<file path="config.mk">
export PLATFORM = sky130hd
export DESIGN_NAME = bsc_controller
export DESIGN_NICKNAME = d
export VERILOG_FILES = /design/src/rtl/bsc_pkg.sv /design/src/rtl/bsc_timer_if.sv /design/src/rtl/bsc_controller.sv /design/src/rtl/bsc_timer.sv
export VERILOG_INCLUDE_DIRS = /design/src /design/src/rtl
export SDC_FILE = /design/constraint.sdc
export NUM_CORES = 1
export LEC_CHECK = 0
export BUFFER_PORTS_ARGS = -buffer_cell sky130_fd_sc_hd__buf_2
export CORE_MARGIN = 1.5
export CORE_UTILIZATION = 34
export DETAILED_ROUTE_END_ITERATION = 6
export PLACE_DENSITY = 0.51
export SLEW_MARGIN = 20
export SYNTH_ARGS = -nofsm -noshare
export SYNTH_HDL_FRONTEND = slang
export SYNTH_SLANG_ARGS = --single-unit
</file>
<file path="constraint.sdc">
create_clock -name clock -period 5.6 [get_ports clock]
set_input_delay 0.84 -clock clock [delete_from_list [all_inputs] [get_ports clock]]
set_output_delay 0.84 -clock clock [all_outputs]
set_load 0.01 [all_outputs]
</file>
<file path="src/rtl/bsc_params.svh">
// Timing, threshold and reset constants of the buck switch controller.
// Assumes a 100 MHz clock; every cycle count is derived from the printed time.
`ifndef BSC_PARAMS_SVH
`define BSC_PARAMS_SVH

`define BSC_CLOCK_MHZ          100
`define BSC_CYCLES_PER_US      (`BSC_CLOCK_MHZ)
`define BSC_LEB_NS             350
// Least time: rounded up to whole cycles
`define BSC_LEB_CYCLES         ((`BSC_LEB_NS * `BSC_CLOCK_MHZ + 999) / 1000)
`define BSC_MINOFF_US          14
`define BSC_SOFT_MID_US        28
`define BSC_SOFT_LONG_US       56
`define BSC_MINOFF_CYCLES      (`BSC_MINOFF_US * `BSC_CYCLES_PER_US)
`define BSC_SOFT_MID_CYCLES    (`BSC_SOFT_MID_US * `BSC_CYCLES_PER_US)
`define BSC_SOFT_LONG_CYCLES   (`BSC_SOFT_LONG_US * `BSC_CYCLES_PER_US)
`define BSC_OVERLOAD_MS        170
`define BSC_OVERLOAD_CYCLES    (`BSC_OVERLOAD_MS * 1000 * `BSC_CYCLES_PER_US)
`define BSC_STAGE_SWITCHES     128
`define BSC_OPEN_BLANK_SWITCHES 64
`define BSC_PEAK_MAX_MA        8'hdc
`define BSC_PEAK_MIN_MA        8'h46
`define BSC_PEAK_SLOPE_MA_US   1
`define BSC_OFF_US_MAX         8'hff
`define BSC_TRIM_MAX           4'hf

`endif

</file>
<file path="src/rtl/bsc_pkg.sv">
// Types of the buck switch controller; its timers use none of them.
// Constants live in bsc_params.svh; this package holds only types.
package bsc_pkg;

    typedef enum logic [2:0] {
        BSC_CHARGE,
        BSC_RUN,
        BSC_SHORT,
        BSC_RESTART,
        BSC_THERMAL
    } bsc_state_type;

    typedef enum logic [1:0] {
        BSC_STAGE_LONG,
        BSC_STAGE_MID,
        BSC_STAGE_NORMAL
    } bsc_stage_type;

    typedef struct packed {
        logic vcc_above_start;
        logic vcc_above_hyst;
        logic vcc_above_uvlo;
        logic vcc_above_restart;
        logic fb_below_ref;
        logic fb_below_overload;
        logic fb_below_open_loop;
        logic current_at_limit;
        logic current_above_short;
        logic temp_above_trip;
        logic temp_cooled;
    } bsc_comp_type;

endpackage

</file>
<file path="src/rtl/bsc_timer_if.sv">
// Load/expire handshake between the controller and one down-counting timer.
// The controller owns load and value; the timer reports expiry.
`timescale 1ns/1ns
interface bsc_timer_if #(parameter int WIDTH = 8);
    logic             load;
    logic [WIDTH-1:0] value;
    logic             expired;
    modport owner (output load, output value, input expired);
    modport timer (input load, input value, output expired);
endinterface

</file>
<file path="src/rtl/bsc_controller.sv">
// Control logic of a high-voltage buck switch: supply lockout, on/off pulse
// control, soft start, blanking and protection. Assumes analogue comparators
// outside drive the inputs and that the gate and regulator pins act on levels.
//
// How it works
// Supply at start level: begin running and turn the charging regulator off.
// Supply below lower hysteresis level: turn the charging regulator back on.
// Supply below minimum operating level: stop; regulator then recharges the rail.
// While running, feedback below reference turns the switch on.
// Switch turns off once sensed current reaches the present peak limit.
// Peak limit is maximum minus 1 mA per microsecond of excess off time.
// Switch stays off at least the minimum off time before the next turn-on.
// Start-up uses two decreasing minimum off times, 128 switchings each, then the normal one.
// Soft start ends early once the output reaches its desired level.
// Rising load lowers the feedback reference; faster changes take bigger steps.
// For the blanking time after turn-on, current limit is ignored, gate stays on.
// Current above short-circuit level shuts down; resume once it is gone.
// Overload trips only after feedback stays below its level for the delay.
// Feedback below open-loop level stops switching and starts a restart cycle.
// Open-loop detection is ignored for the first 64 start-up switchings.
// Over-temperature stops switching until the cooled indication appears.
// In thermal shutdown let the rail sag to restart level, then recharge.
// Comparator inputs are synchronised; any protection state forces the gate low.
`timescale 1ns/1ns
`include "bsc_params.svh"
module bsc_controller
    import bsc_pkg::*;
#(
    parameter int SOFT_LONG_CYCLES = `BSC_SOFT_LONG_CYCLES,
    parameter int OVERLOAD_CYCLES  = `BSC_OVERLOAD_CYCLES
) (
    input  wire logic       clock,
    input  wire logic       rst,
    input  wire logic       vcc_above_start,
    input  wire logic       vcc_above_hyst,
    input  wire logic       vcc_above_uvlo,
    input  wire logic       vcc_above_restart,
    input  wire logic       fb_below_ref,
    input  wire logic       fb_below_overload,
    input  wire logic       fb_below_open_loop,
    input  wire logic       current_at_limit,
    input  wire logic       current_above_short,
    input  wire logic       temp_above_trip,
    input  wire logic       temp_cooled,
    output logic            gate_drive,
    output logic            hv_regulator_enable,
    output logic [7:0]      peak_limit_ma,
    output logic [3:0]      error_amplifier_compensation,
    output logic            running,
    output logic            short_circuit_protection,
    output logic            overload_protection,
    output logic            open_loop_protection,
    output logic            thermal_shutdown
);
    localparam int MINOFF_W   = 16;
    localparam int OVERLOAD_W = 28;
    localparam int LEB_W      = 8;

    // ********************************************************************
    // Parameter checks
    // ********************************************************************
    if (SOFT_LONG_CYCLES < 1 || SOFT_LONG_CYCLES >= (1 << MINOFF_W)) begin : g_bad_soft
        $error("SOFT_LONG_CYCLES out of range");
    end
    if (OVERLOAD_CYCLES < 1 || OVERLOAD_CYCLES >= (1 << OVERLOAD_W)) begin : g_bad_ovl
        $error("OVERLOAD_CYCLES out of range");
    end

    // ********************************************************************
    // State
    // ********************************************************************
    typedef struct packed {
        bsc_comp_type  sync1;
        bsc_comp_type  sync2;
        bsc_state_type state;
        logic          gate;
        logic          hv;
        bsc_stage_type stage;
        logic [6:0]    switch_count;
        logic [6:0]    prescale;
        logic [7:0]    off_us;
        logic [7:0]    last_off_us;
        logic [7:0]    peak_limit;
        logic [3:0]    trim;
        logic          overload_trip;
        logic          open_loop_trip;
    } bsc_ctrl_state_type;

    localparam bsc_ctrl_state_type RESET_STATE = '{
        sync1: '0, sync2: '0, state: BSC_CHARGE, gate: 1'b0, hv: 1'b1,
        stage: BSC_STAGE_LONG, switch_count: '0, prescale: '0, off_us: '0,
        last_off_us: '0, peak_limit: `BSC_PEAK_MAX_MA, trim: '0,
        overload_trip: 1'b0, open_loop_trip: 1'b0};

    bsc_ctrl_state_type state_reg;
    bsc_ctrl_state_type state_next;
    bsc_comp_type       comp_in;
    bsc_comp_type       s;

    bsc_timer_if #(.WIDTH(LEB_W))      leb_if ();
    bsc_timer_if #(.WIDTH(MINOFF_W))   minoff_if ();
    bsc_timer_if #(.WIDTH(OVERLOAD_W)) overload_if ();

    bsc_timer #(.WIDTH(LEB_W)) u_leb_timer (
        .clock (clock),
        .rst   (rst),
        .port  (leb_if.timer)
    );
    bsc_timer #(.WIDTH(MINOFF_W)) u_minoff_timer (
        .clock (clock),
        .rst   (rst),
        .port  (minoff_if.timer)
    );
    bsc_timer #(.WIDTH(OVERLOAD_W)) u_overload_timer (
        .clock (clock),
        .rst   (rst),
        .port  (overload_if.timer)
    );

    assign comp_in = '{vcc_above_start, vcc_above_hyst, vcc_above_uvlo,
                       vcc_above_restart, fb_below_ref, fb_below_overload,
                       fb_below_open_loop, current_at_limit, current_above_short,
                       temp_above_trip, temp_cooled};
    assign s = state_reg.sync2;

    // ********************************************************************
    // Helpers
    // ********************************************************************
    function automatic logic [MINOFF_W-1:0] minoff_for(input bsc_stage_type stage);
        logic [MINOFF_W-1:0] value;
        value = MINOFF_W'(`BSC_MINOFF_CYCLES);
        case (stage)
            BSC_STAGE_LONG: value = MINOFF_W'(SOFT_LONG_CYCLES);
            BSC_STAGE_MID:  value = MINOFF_W'(`BSC_SOFT_MID_CYCLES);
            default:        value = MINOFF_W'(`BSC_MINOFF_CYCLES);
        endcase
        return value;
    endfunction

    // Peak limit from the off time just ended, floored at the minimum peak current
    function automatic logic [7:0] peak_for(input logic [7:0] off_us);
        logic [8:0] excess;
        logic [8:0] limit;
        excess = 9'h000;
        if (off_us > 8'(`BSC_MINOFF_US)) begin
            excess = 9'(off_us - 8'(`BSC_MINOFF_US)) * 9'(`BSC_PEAK_SLOPE_MA_US);
        end
        limit = 9'(`BSC_PEAK_MAX_MA) - excess;
        if (excess > 9'(`BSC_PEAK_MAX_MA) || limit < 9'(`BSC_PEAK_MIN_MA)) begin
            limit = 9'(`BSC_PEAK_MIN_MA);
        end
        return limit[7:0];
    endfunction

    // ********************************************************************
    // Next state
    // ********************************************************************
    logic       open_loop_armed;
    logic [8:0] trim_step;
    logic [4:0] trim_sum;

    always_comb begin
        state_next = state_reg;
        state_next.sync1 = comp_in;
        state_next.sync2 = state_reg.sync1;
        trim_step = 9'h000;
        trim_sum = 5'h00;
        leb_if.load = 1'b0;
        leb_if.value = LEB_W'(`BSC_LEB_CYCLES);
        minoff_if.load = 1'b0;
        minoff_if.value = minoff_for(state_reg.stage);
        // Overload delay restarts whenever feedback is back above its level
        overload_if.load = !(state_reg.state == BSC_RUN && s.fb_below_overload);
        overload_if.value = OVERLOAD_W'(OVERLOAD_CYCLES);
        open_loop_armed = (state_reg.stage != BSC_STAGE_LONG)
                       || (state_reg.switch_count >= 7'(`BSC_OPEN_BLANK_SWITCHES));

        // Microsecond time base for the off-time measurement
        if (state_reg.prescale == 7'(`BSC_CYCLES_PER_US - 1)) begin
            state_next.prescale = '0;
            if (!state_reg.gate && state_reg.off_us != `BSC_OFF_US_MAX) begin
                state_next.off_us = state_reg.off_us + 1'b1;
            end
        end else begin
            state_next.prescale = state_reg.prescale + 1'b1;
        end

        case (state_reg.state)
            BSC_CHARGE: begin
                state_next.gate = 1'b0;
                state_next.hv = 1'b1;
                if (s.vcc_above_start) begin
                    state_next.state = BSC_RUN;
                    state_next.hv = 1'b0;
                    state_next.stage = BSC_STAGE_LONG;
                    state_next.switch_count = '0;
                    state_next.overload_trip = 1'b0;
                    state_next.open_loop_trip = 1'b0;
                end
            end
            BSC_RUN: begin
                if (s.vcc_above_start) begin
                    state_next.hv = 1'b0;
                end else if (!s.vcc_above_hyst) begin
                    state_next.hv = 1'b1;
                end
                if (!s.vcc_above_uvlo) begin
                    state_next.state = BSC_CHARGE;
                    state_next.gate = 1'b0;
                    state_next.hv = 1'b1;
                end else if (s.temp_above_trip) begin
                    state_next.state = BSC_THERMAL;
                    state_next.gate = 1'b0;
                end else if (s.current_above_short) begin
                    state_next.state = BSC_SHORT;
                    state_next.gate = 1'b0;
                end else if (s.fb_below_open_loop && open_loop_armed) begin
                    state_next.state = BSC_RESTART;
                    state_next.gate = 1'b0;
                    state_next.hv = 1'b0;
                    state_next.open_loop_trip = 1'b1;
                end else if (!overload_if.load && overload_if.expired) begin
                    state_next.state = BSC_RESTART;
                    state_next.gate = 1'b0;
                    state_next.hv = 1'b0;
                    state_next.overload_trip = 1'b1;
                end else if (state_reg.gate) begin
                    // Blanking hides the turn-on spike from the limit comparator
                    if (leb_if.expired && s.current_at_limit) begin
                        state_next.gate = 1'b0;
                        state_next.off_us = '0;
                        state_next.prescale = '0;
                        minoff_if.load = 1'b1;
                    end
                end else if (s.fb_below_ref && minoff_if.expired) begin
                    state_next.gate = 1'b1;
                    leb_if.load = 1'b1;
                    state_next.peak_limit = peak_for(state_reg.off_us);
                    state_next.last_off_us = state_reg.off_us;
                    // Shorter off time means more load: pull the reference lower
                    if (state_reg.off_us < state_reg.last_off_us) begin
                        trim_step = 9'(state_reg.last_off_us - state_reg.off_us);
                        trim_step = (trim_step >> 2) + 9'h001;
                        if (trim_step > 9'(`BSC_TRIM_MAX)) begin
                            trim_step = 9'(`BSC_TRIM_MAX);
                        end
                        trim_sum = 5'(state_reg.trim) + 5'(trim_step);
                        state_next.trim = (trim_sum > 5'(`BSC_TRIM_MAX))
                                        ? `BSC_TRIM_MAX : trim_sum[3:0];
                    end else if (state_reg.off_us > state_reg.last_off_us
                                 && state_reg.trim != '0) begin
                        state_next.trim = state_reg.trim - 1'b1;
                    end
                    if (state_reg.stage != BSC_STAGE_NORMAL) begin
                        if (state_reg.switch_count == 7'(`BSC_STAGE_SWITCHES - 1)) begin
                            state_next.switch_count = '0;
                            state_next.stage = (state_reg.stage == BSC_STAGE_LONG)
                                             ? BSC_STAGE_MID : BSC_STAGE_NORMAL;
                        end else begin
                            state_next.switch_count = state_reg.switch_count + 1'b1;
                        end
                    end
                end else if (!s.fb_below_ref && state_reg.stage != BSC_STAGE_NORMAL
                             && state_reg.switch_count != '0) begin
                    // Feedback back above reference: output has reached its level
                    state_next.stage = BSC_STAGE_NORMAL;
                end
            end
            BSC_SHORT: begin
                state_next.gate = 1'b0;
                if (s.vcc_above_start) begin
                    state_next.hv = 1'b0;
                end else if (!s.vcc_above_hyst) begin
                    state_next.hv = 1'b1;
                end
                if (!s.vcc_above_uvlo) begin
                    state_next.state = BSC_CHARGE;
                    state_next.hv = 1'b1;
                end else if (!s.current_above_short) begin
                    state_next.state = BSC_RUN;
                    state_next.stage = BSC_STAGE_LONG;
                    state_next.switch_count = '0;
                end
            end
            BSC_RESTART: begin
                // Rail is left to sag below the operating level, then recharged
                state_next.gate = 1'b0;
                state_next.hv = 1'b0;
                if (!s.vcc_above_uvlo) begin
                    state_next.state = BSC_CHARGE;
                    state_next.hv = 1'b1;
                end
            end
            BSC_THERMAL: begin
                state_next.gate = 1'b0;
                if (state_reg.hv && s.vcc_above_start) begin
                    state_next.hv = 1'b0;
                end else if (!state_reg.hv && !s.vcc_above_restart) begin
                    state_next.hv = 1'b1;
                end
                if (s.temp_cooled && !s.temp_above_trip) begin
                    state_next.state = BSC_CHARGE;
                    state_next.hv = 1'b1;
                end
            end
            default: begin
                state_next = RESET_STATE;
            end
        endcase
    end

    always_ff @(posedge clock) begin
        if (rst) begin
            state_reg <= RESET_STATE;
        end else begin
            state_reg <= state_next;
        end
    end

    // ********************************************************************
    // Outputs
    // ********************************************************************
    assign gate_drive                   = state_reg.gate;
    assign hv_regulator_enable          = state_reg.hv;
    assign peak_limit_ma                = state_reg.peak_limit;
    assign error_amplifier_compensation = state_reg.trim;
    assign running                      = (state_reg.state == BSC_RUN);
    assign short_circuit_protection     = (state_reg.state == BSC_SHORT);
    assign overload_protection          = (state_reg.state == BSC_RESTART)
                                        && state_reg.overload_trip;
    assign open_loop_protection         = (state_reg.state == BSC_RESTART)
                                        && state_reg.open_loop_trip;
    assign thermal_shutdown             = (state_reg.state == BSC_THERMAL);
endmodule

</file>
<file path="src/rtl/bsc_timer.sv">
// One down-counting interval timer for the buck switch controller.
// Load reloads the count on every cycle it is high; expired is high while the count is zero.
`timescale 1ns/1ns
module bsc_timer #(
    parameter int WIDTH = 8
) (
    input  wire logic  clock,
    input  wire logic  rst,
    bsc_timer_if.timer port
);
    typedef struct packed {
        logic [WIDTH-1:0] count;
    } bsc_timer_state_type;

    bsc_timer_state_type state_reg;
    bsc_timer_state_type state_next;

    always_comb begin
        state_next = state_reg;
        if (port.load) begin
            state_next.count = port.value;
        end else if (state_reg.count != '0) begin
            state_next.count = state_reg.count - 1'b1;
        end
    end

    always_ff @(posedge clock) begin
        if (rst) begin
            state_reg <= '0;
        end else begin
            state_reg <= state_next;
        end
    end

    assign port.expired = (state_reg.count == '0);
endmodule

</file>
After elaboration in Yosys (flattened, before gate mapping)
Index checks and enable logic that the tools add are counted.

operators by class
  $add $sub $neg = 12
  order comparisons = 8
  equal/unequal tests = 32
  multiplexer cells = 98
  bitwise gates (word level) = 5
  reduce and logical (&&, ||, !) cells = 48

operator list
  kind                                                 number
  2-to-1 mux 9 bit                                     13
  2-to-1 mux 47 bit                                    2
  one-hot mux 35 bit (2 select lines)                  1
  2-to-1 mux 5 bit                                     12
  2-to-1 mux 25 bit                                    2
  2-to-1 mux 46 bit                                    1
  2-to-1 mux 45 bit                                    1
  2-to-1 mux 44 bit                                    1
  2-to-1 mux 20 bit                                    2
  one-hot mux 9 bit (4 select lines)                   1
  2-to-1 mux 16 bit                                    2
  2-to-1 mux 1 bit                                     30
  2-to-1 mux 15 bit                                    2
  logical NOT 28 bit                                   1
  nonzero test 28 bit                                  1
  subtractor 28 x 1 -> 28 bit (second input constant)  1
  one-hot mux 13 bit (2 select lines)                  1
  one-hot mux 5 bit (5 select lines)                   1
  2-to-1 mux 8 bit                                     3
  2-to-1 mux 7 bit                                     3
  2-to-1 mux 4 bit                                     5
  2-to-1 mux 3 bit                                     6
  inequality test 2 bit (second input constant)        9
  > comparator 8 x 4 -> 1 bit (second input constant)  2
  other kinds (56)                                     100

word-level totals
  register bits = 125

Depth between registers and ports, before layout
  depth in word-level cells = 25
  depth in mapped cells = 21
  depth with buffers taken out = 21

Hierarchy
A second synthesis with hierarchy kept.

second synthesis, totals
  cells, all modules = 921
  area total of the unflattened synthesis = 7,513.5 µm²

modules (own cells, without submodules)
  module                        times used  cells an instance  area an instance (µm²)
  bsc_controller                1           558                4,420.5
  bsc_timer (u_overload_timer)  1           194                1,652.8
  bsc_timer (u_minoff_timer)    1           116                964.7
  bsc_timer (u_leb_timer)       1           53                 475.5

Worst setup path after synthesis
No wires, ideal clock.

  path kind = reg-to-reg
  start point = register state_reg[25] in the netlist's numbering
  end point = register state_reg (netlist bit error_amplifier_compensation[2])
  setup time = 0.132 ns
  arrival time = 3.600 ns
  required time = 5.468 ns
  slack = 1.868 ns
  cell stages (with the launch flop) = 21
  buffers on the path = 1
  period minus slack after synthesis = 3.732 ns
  cells stage by stage = dfxtp_1 clkbuf_1 inv_1 ha_1 o21a_1 o31a_1 or3_1 and4_1 or4_1 a31oi_1 o211ai_1 ha_1 inv_1 fa_1 nor2b_1 o21ai_0 nand2b_1 nor2_1 nand2_1 o2111ai_1 a21oi_1

between the ends
  cells in the longest elaborated chain, start to end = 25
  elaborated cells between the ends (all ways) = 30

RTL lines
  what                                 line                   RTL
  from (decl)                          bsc_controller.sv:95   bsc_ctrl_state_type state_reg;
  from (signal assigned)               bsc_controller.sv:316  state_reg <= state_next;
  subtractor 8 x 8 -> 9 bit            bsc_controller.sv:242  trim_step = 9'(state_reg.last_off_us - state_reg.off_us);
  adder 7 x 1 -> 8 bit                 bsc_controller.sv:243  trim_step = (trim_step >> 2) + 9'h001;
  > comparator 8 x 4 -> 1 bit          bsc_controller.sv:244  if (trim_step > 9'(`BSC_TRIM_MAX)) begin
  2-to-1 mux 5 bit                     bsc_controller.sv:244
  2-to-1 mux 5 bit                     bsc_controller.sv:241  if (state_reg.off_us < state_reg.last_off_us) begin
  2-to-1 mux 5 bit                     bsc_controller.sv:235  end else if (s.fb_below_ref && minoff_if.expired) begin
  2-to-1 mux 5 bit                     bsc_controller.sv:227  end else if (state_reg.gate) begin
  2-to-1 mux 5 bit                     bsc_controller.sv:222  end else if (!overload_if.load && overload_if.expired) begin
  [... 9 more ...]                     -
  2-to-1 mux 20 bit                    bsc_controller.sv:235
  2-to-1 mux 20 bit                    bsc_controller.sv:227
  2-to-1 mux 44 bit                    bsc_controller.sv:222
  2-to-1 mux 45 bit                    bsc_controller.sv:217  end else if (s.fb_below_open_loop && open_loop_armed) begin
  2-to-1 mux 47 bit                    bsc_controller.sv:214  end else if (s.current_above_short) begin
  2-to-1 mux 47 bit                    bsc_controller.sv:211  end else if (s.temp_above_trip) begin
  2-to-1 mux 46 bit                    bsc_controller.sv:207  if (!s.vcc_above_uvlo) begin
  one-hot mux 35 bit (2 select lines)  bsc_controller.sv:188  case (state_reg.state)

Several ways; a longest one is shown, not always the timed one. The select of a mux whose other input is x is not followed.
A chain may end at the register's enable or synchronous reset.

Final worst setup path
  start point = register state_reg[23] in the netlist's numbering
  end point = register state_reg (netlist bit error_amplifier_compensation[2])

Same word-level chain as after synthesis.

==> results.txt <==
status: complete, no violations
Place WS: 1.56 ns
Initial DRT Pass Iterations: 4
DRC viols: 0
antenna violations before repair: 0
fillcell total: 1,977
Clock Path Buffers: 2
dpl hpwl: 10.8 mm
Worst EP arrival: 4.35 ns
Worst-path clk slew: 0.07 ns
Worst Tran Pin Value: 0.900 ns
WL per Instance: 13.9 um
Fin Hold WS: 0.427 ns
number of flops mapped to enable cells by yosys: 0
Die H: 143 um
PortBufs: 31
hold depth: 1
TNS Setup: 0 ns
diode count: 0
syn nets: 829
GPL Wtd Cong: 0.821
Pwr Total: 2.66 mW
Die Width: 143 um
endpoints failing setup: 0
setup ws final: 1.52 ns
P&R area growth vs syn: 13.4%
CP Capture Type: register
number of CTS-inserted buffers: 17
placed cell count: 1,050
ys async rst share: 0%
#FFs+latches synth: 125
final hold vios: 0
All-Layer GR Usage: 15.6%
post-layout min period: 4.08 ns
top cell type's share of synthesized area: 37.6%
Netlist Area Pre-Place: 6660 sq um
unrepaired setup endpoints after global routing: false
Initial Util: 34.5%
CP Depth: 19
element type at the critical path start: register
Max Cap Violations: 0
maximum fanout along the worst path: 8
Synth area leader: dfxtp_1
Worst path slowest cell: dfxtp_1
Avg Inst Size Synth: 8.43 sq um
row count: 51
htree depth: 4
largest stage delay on the critical path: 0.45 ns
mean number of vias per cell: 4.98
Post-CTS Setup Bufs: 0
Slew HR: 39.4%
GRT overflow: 0
Worst R2R Path Depth: 19
Distinct cells, synth: 70
CTS resizes: 0
Root Buffer: clkbuf_16
pin count of the biggest net entering global routing: 28
max reg flops: 48
Worst Skew: 0.0133 ns
IO Count: 32
first-pass GRT wire length: 25.1 mm
nets: 843
fin. max-slew vios: 0
critical path cell sequence: inv_1 -> ha_1 -> nor2b_1 -> o31a_1 -> or3_1 -> and4_1 -> or4_1 -> a31oi_1 -> o211ai_1 -> ha_1 -> inv_1 -> fa_1 -> nor2b_1 -> o21ai_0 -> nand2b_1 -> nor2_1 -> nand2_1 -> o2111ai_1 -> a21oi_1
worst min-delay path class: register to register
Syn Inst Count: 790
ranking of synthesized cells by area: dfxtp_1 38%, xnor2_1 5.7%, nor2_1 5.0%, ha_1 4.7%, a21oi_1 3.7%
worst vdd ir: 0.000202 V
final wirelength: 15.1 mm
LEAKAGE: 2.87 nW
die area: 20,400 sq um
Buffers & Inverters on Critical Path: 2
vias in the first global route: 4,947
ratio of cells with drive above 1 in the final layout: 11.1%
most frequent cell after synthesis: dfxtp_1
crit path kind: register to register
WP data required: 5.87 ns
DR vias: 5,393
later-pin clock latency in the skew report: 0.42 ns
Ys Warns: 0
DRT iter0 DRCs: 307
CP top delay family: simple AND/OR/NAND/NOR gates
Max Clk Rate: 245 MHz
Final period util: 72.9%
top_reg_cell synth: dfxtp_1
pwr dens: 352 nW/um^2
synth cell count leaders: 125 x dfxtp_1, 88 x nor2_1, 51 x nand2_1, 49 x a21oi_1, 43 x xnor2_1
Sink Count: 125
CTS Hold Bufs: 0
register area share after synthesis: 37.6%
CTS tree: yes
Core Area: 19,300 sq um
Non-Filler Instances: 1,082
post-route ant nets: 0
## layout make-up
class | count | area (sq um) | share of cell area [%]
Clock buffer | 18 | 439 | 5.81
Clock inverter | 14 | 149 | 1.97
Inverter | 33 | 124 | 1.64
Multi-Input combinational cell | 592 | 3830 | 50.6
Sequential cell | 125 | 2500 | 33.1
Tap cell | 265 | 332 | 4.39
Timing Repair Buffer | 35 | 185 | 2.45
## metrics by stage
step / util, % / area, sq um
after global routing: 39.1 / 7560
after floorplan: - / 6660
after CTS: 39.1 / 7560
final: 39.1 / 7560
after detailed placement: 36.0 / 6970
after global placement: 36.0 / 6970
## worst paths after layout
check	startpoint	end	slack (ns)
max	state_reg[23]$_SDFF_PP0_	error_amplifier_compensation[2]$_SDFFE_PP0P_	1.52
min	state_reg[69]$_SDFF_PP0_	s[7]$_SDFF_PP0_	0.43
max reg2reg	state_reg[23]$_SDFF_PP0_	error_amplifier_compensation[2]$_SDFFE_PP0P_	1.52
min reg2reg	state_reg[69]$_SDFF_PP0_	s[7]$_SDFF_PP0_	0.43
## layer usage
metal	vias up	track usage (%)	routed length, um	share of wire [%]
met2	70	23.8	6600	44
met4	0	4.34	170	1.1
li1	2839	-	-	-
met1	2471	21.7	7900	52
met5	-	0	0	0
met3	13	3.76	401	2.7
## report_power, final
| group | internal (mW) | leakage [nW] | switching [mW] |
|---|---|---|---|
| registers | 0.971 | 1.02 | 0.0671 |
| logic | 0.226 | 1.56 | 0.303 |
| clock network | 0.641 | 0.285 | 0.451 |
## cell usage in the layout (no fill, tap or decap), types with 10 or more instances in the layout
cell type / instances
and2_1: 27
nor3_1: 40
and3_1: 10
clkbuf_16: 17
nand2b_1: 15
xor2_1: 22
dfxtp_1: 125
ha_1: 25
nand3_1: 20
buf_2: 31
a31oi_1: 10
a21oi_1: 48
o21ai_0: 32
nor4_1: 12
nand2_1: 51
nor2_1: 88
xnor2_1: 43
or3_1: 17
inv_1: 31
## logic make-up (layout without fill, tap and decap cells)
family	after synthesis	in the layout	share of synthesized area, %
fa+ha+maj	26	26	5.00
compound gates	161	161	16.1
mux	9	9	1.37
flops	125	125	37.6
simple gates	331	331	26.3
buf+inv	73	100	5.05
xor+xnor	65	65	8.55
## worst register-to-register path, delay by kind of cell (launching register included)
family                   cells  cell delay [ns]
adder cells (fa/ha/maj)      3             0.71
AO/OA/AOI/OAI                6             1.10
flip-flops                   1             0.45
buffers and inverters        2             0.19
AND/OR/NAND/NOR              8             1.48
(Power assumes the default switching activity.)
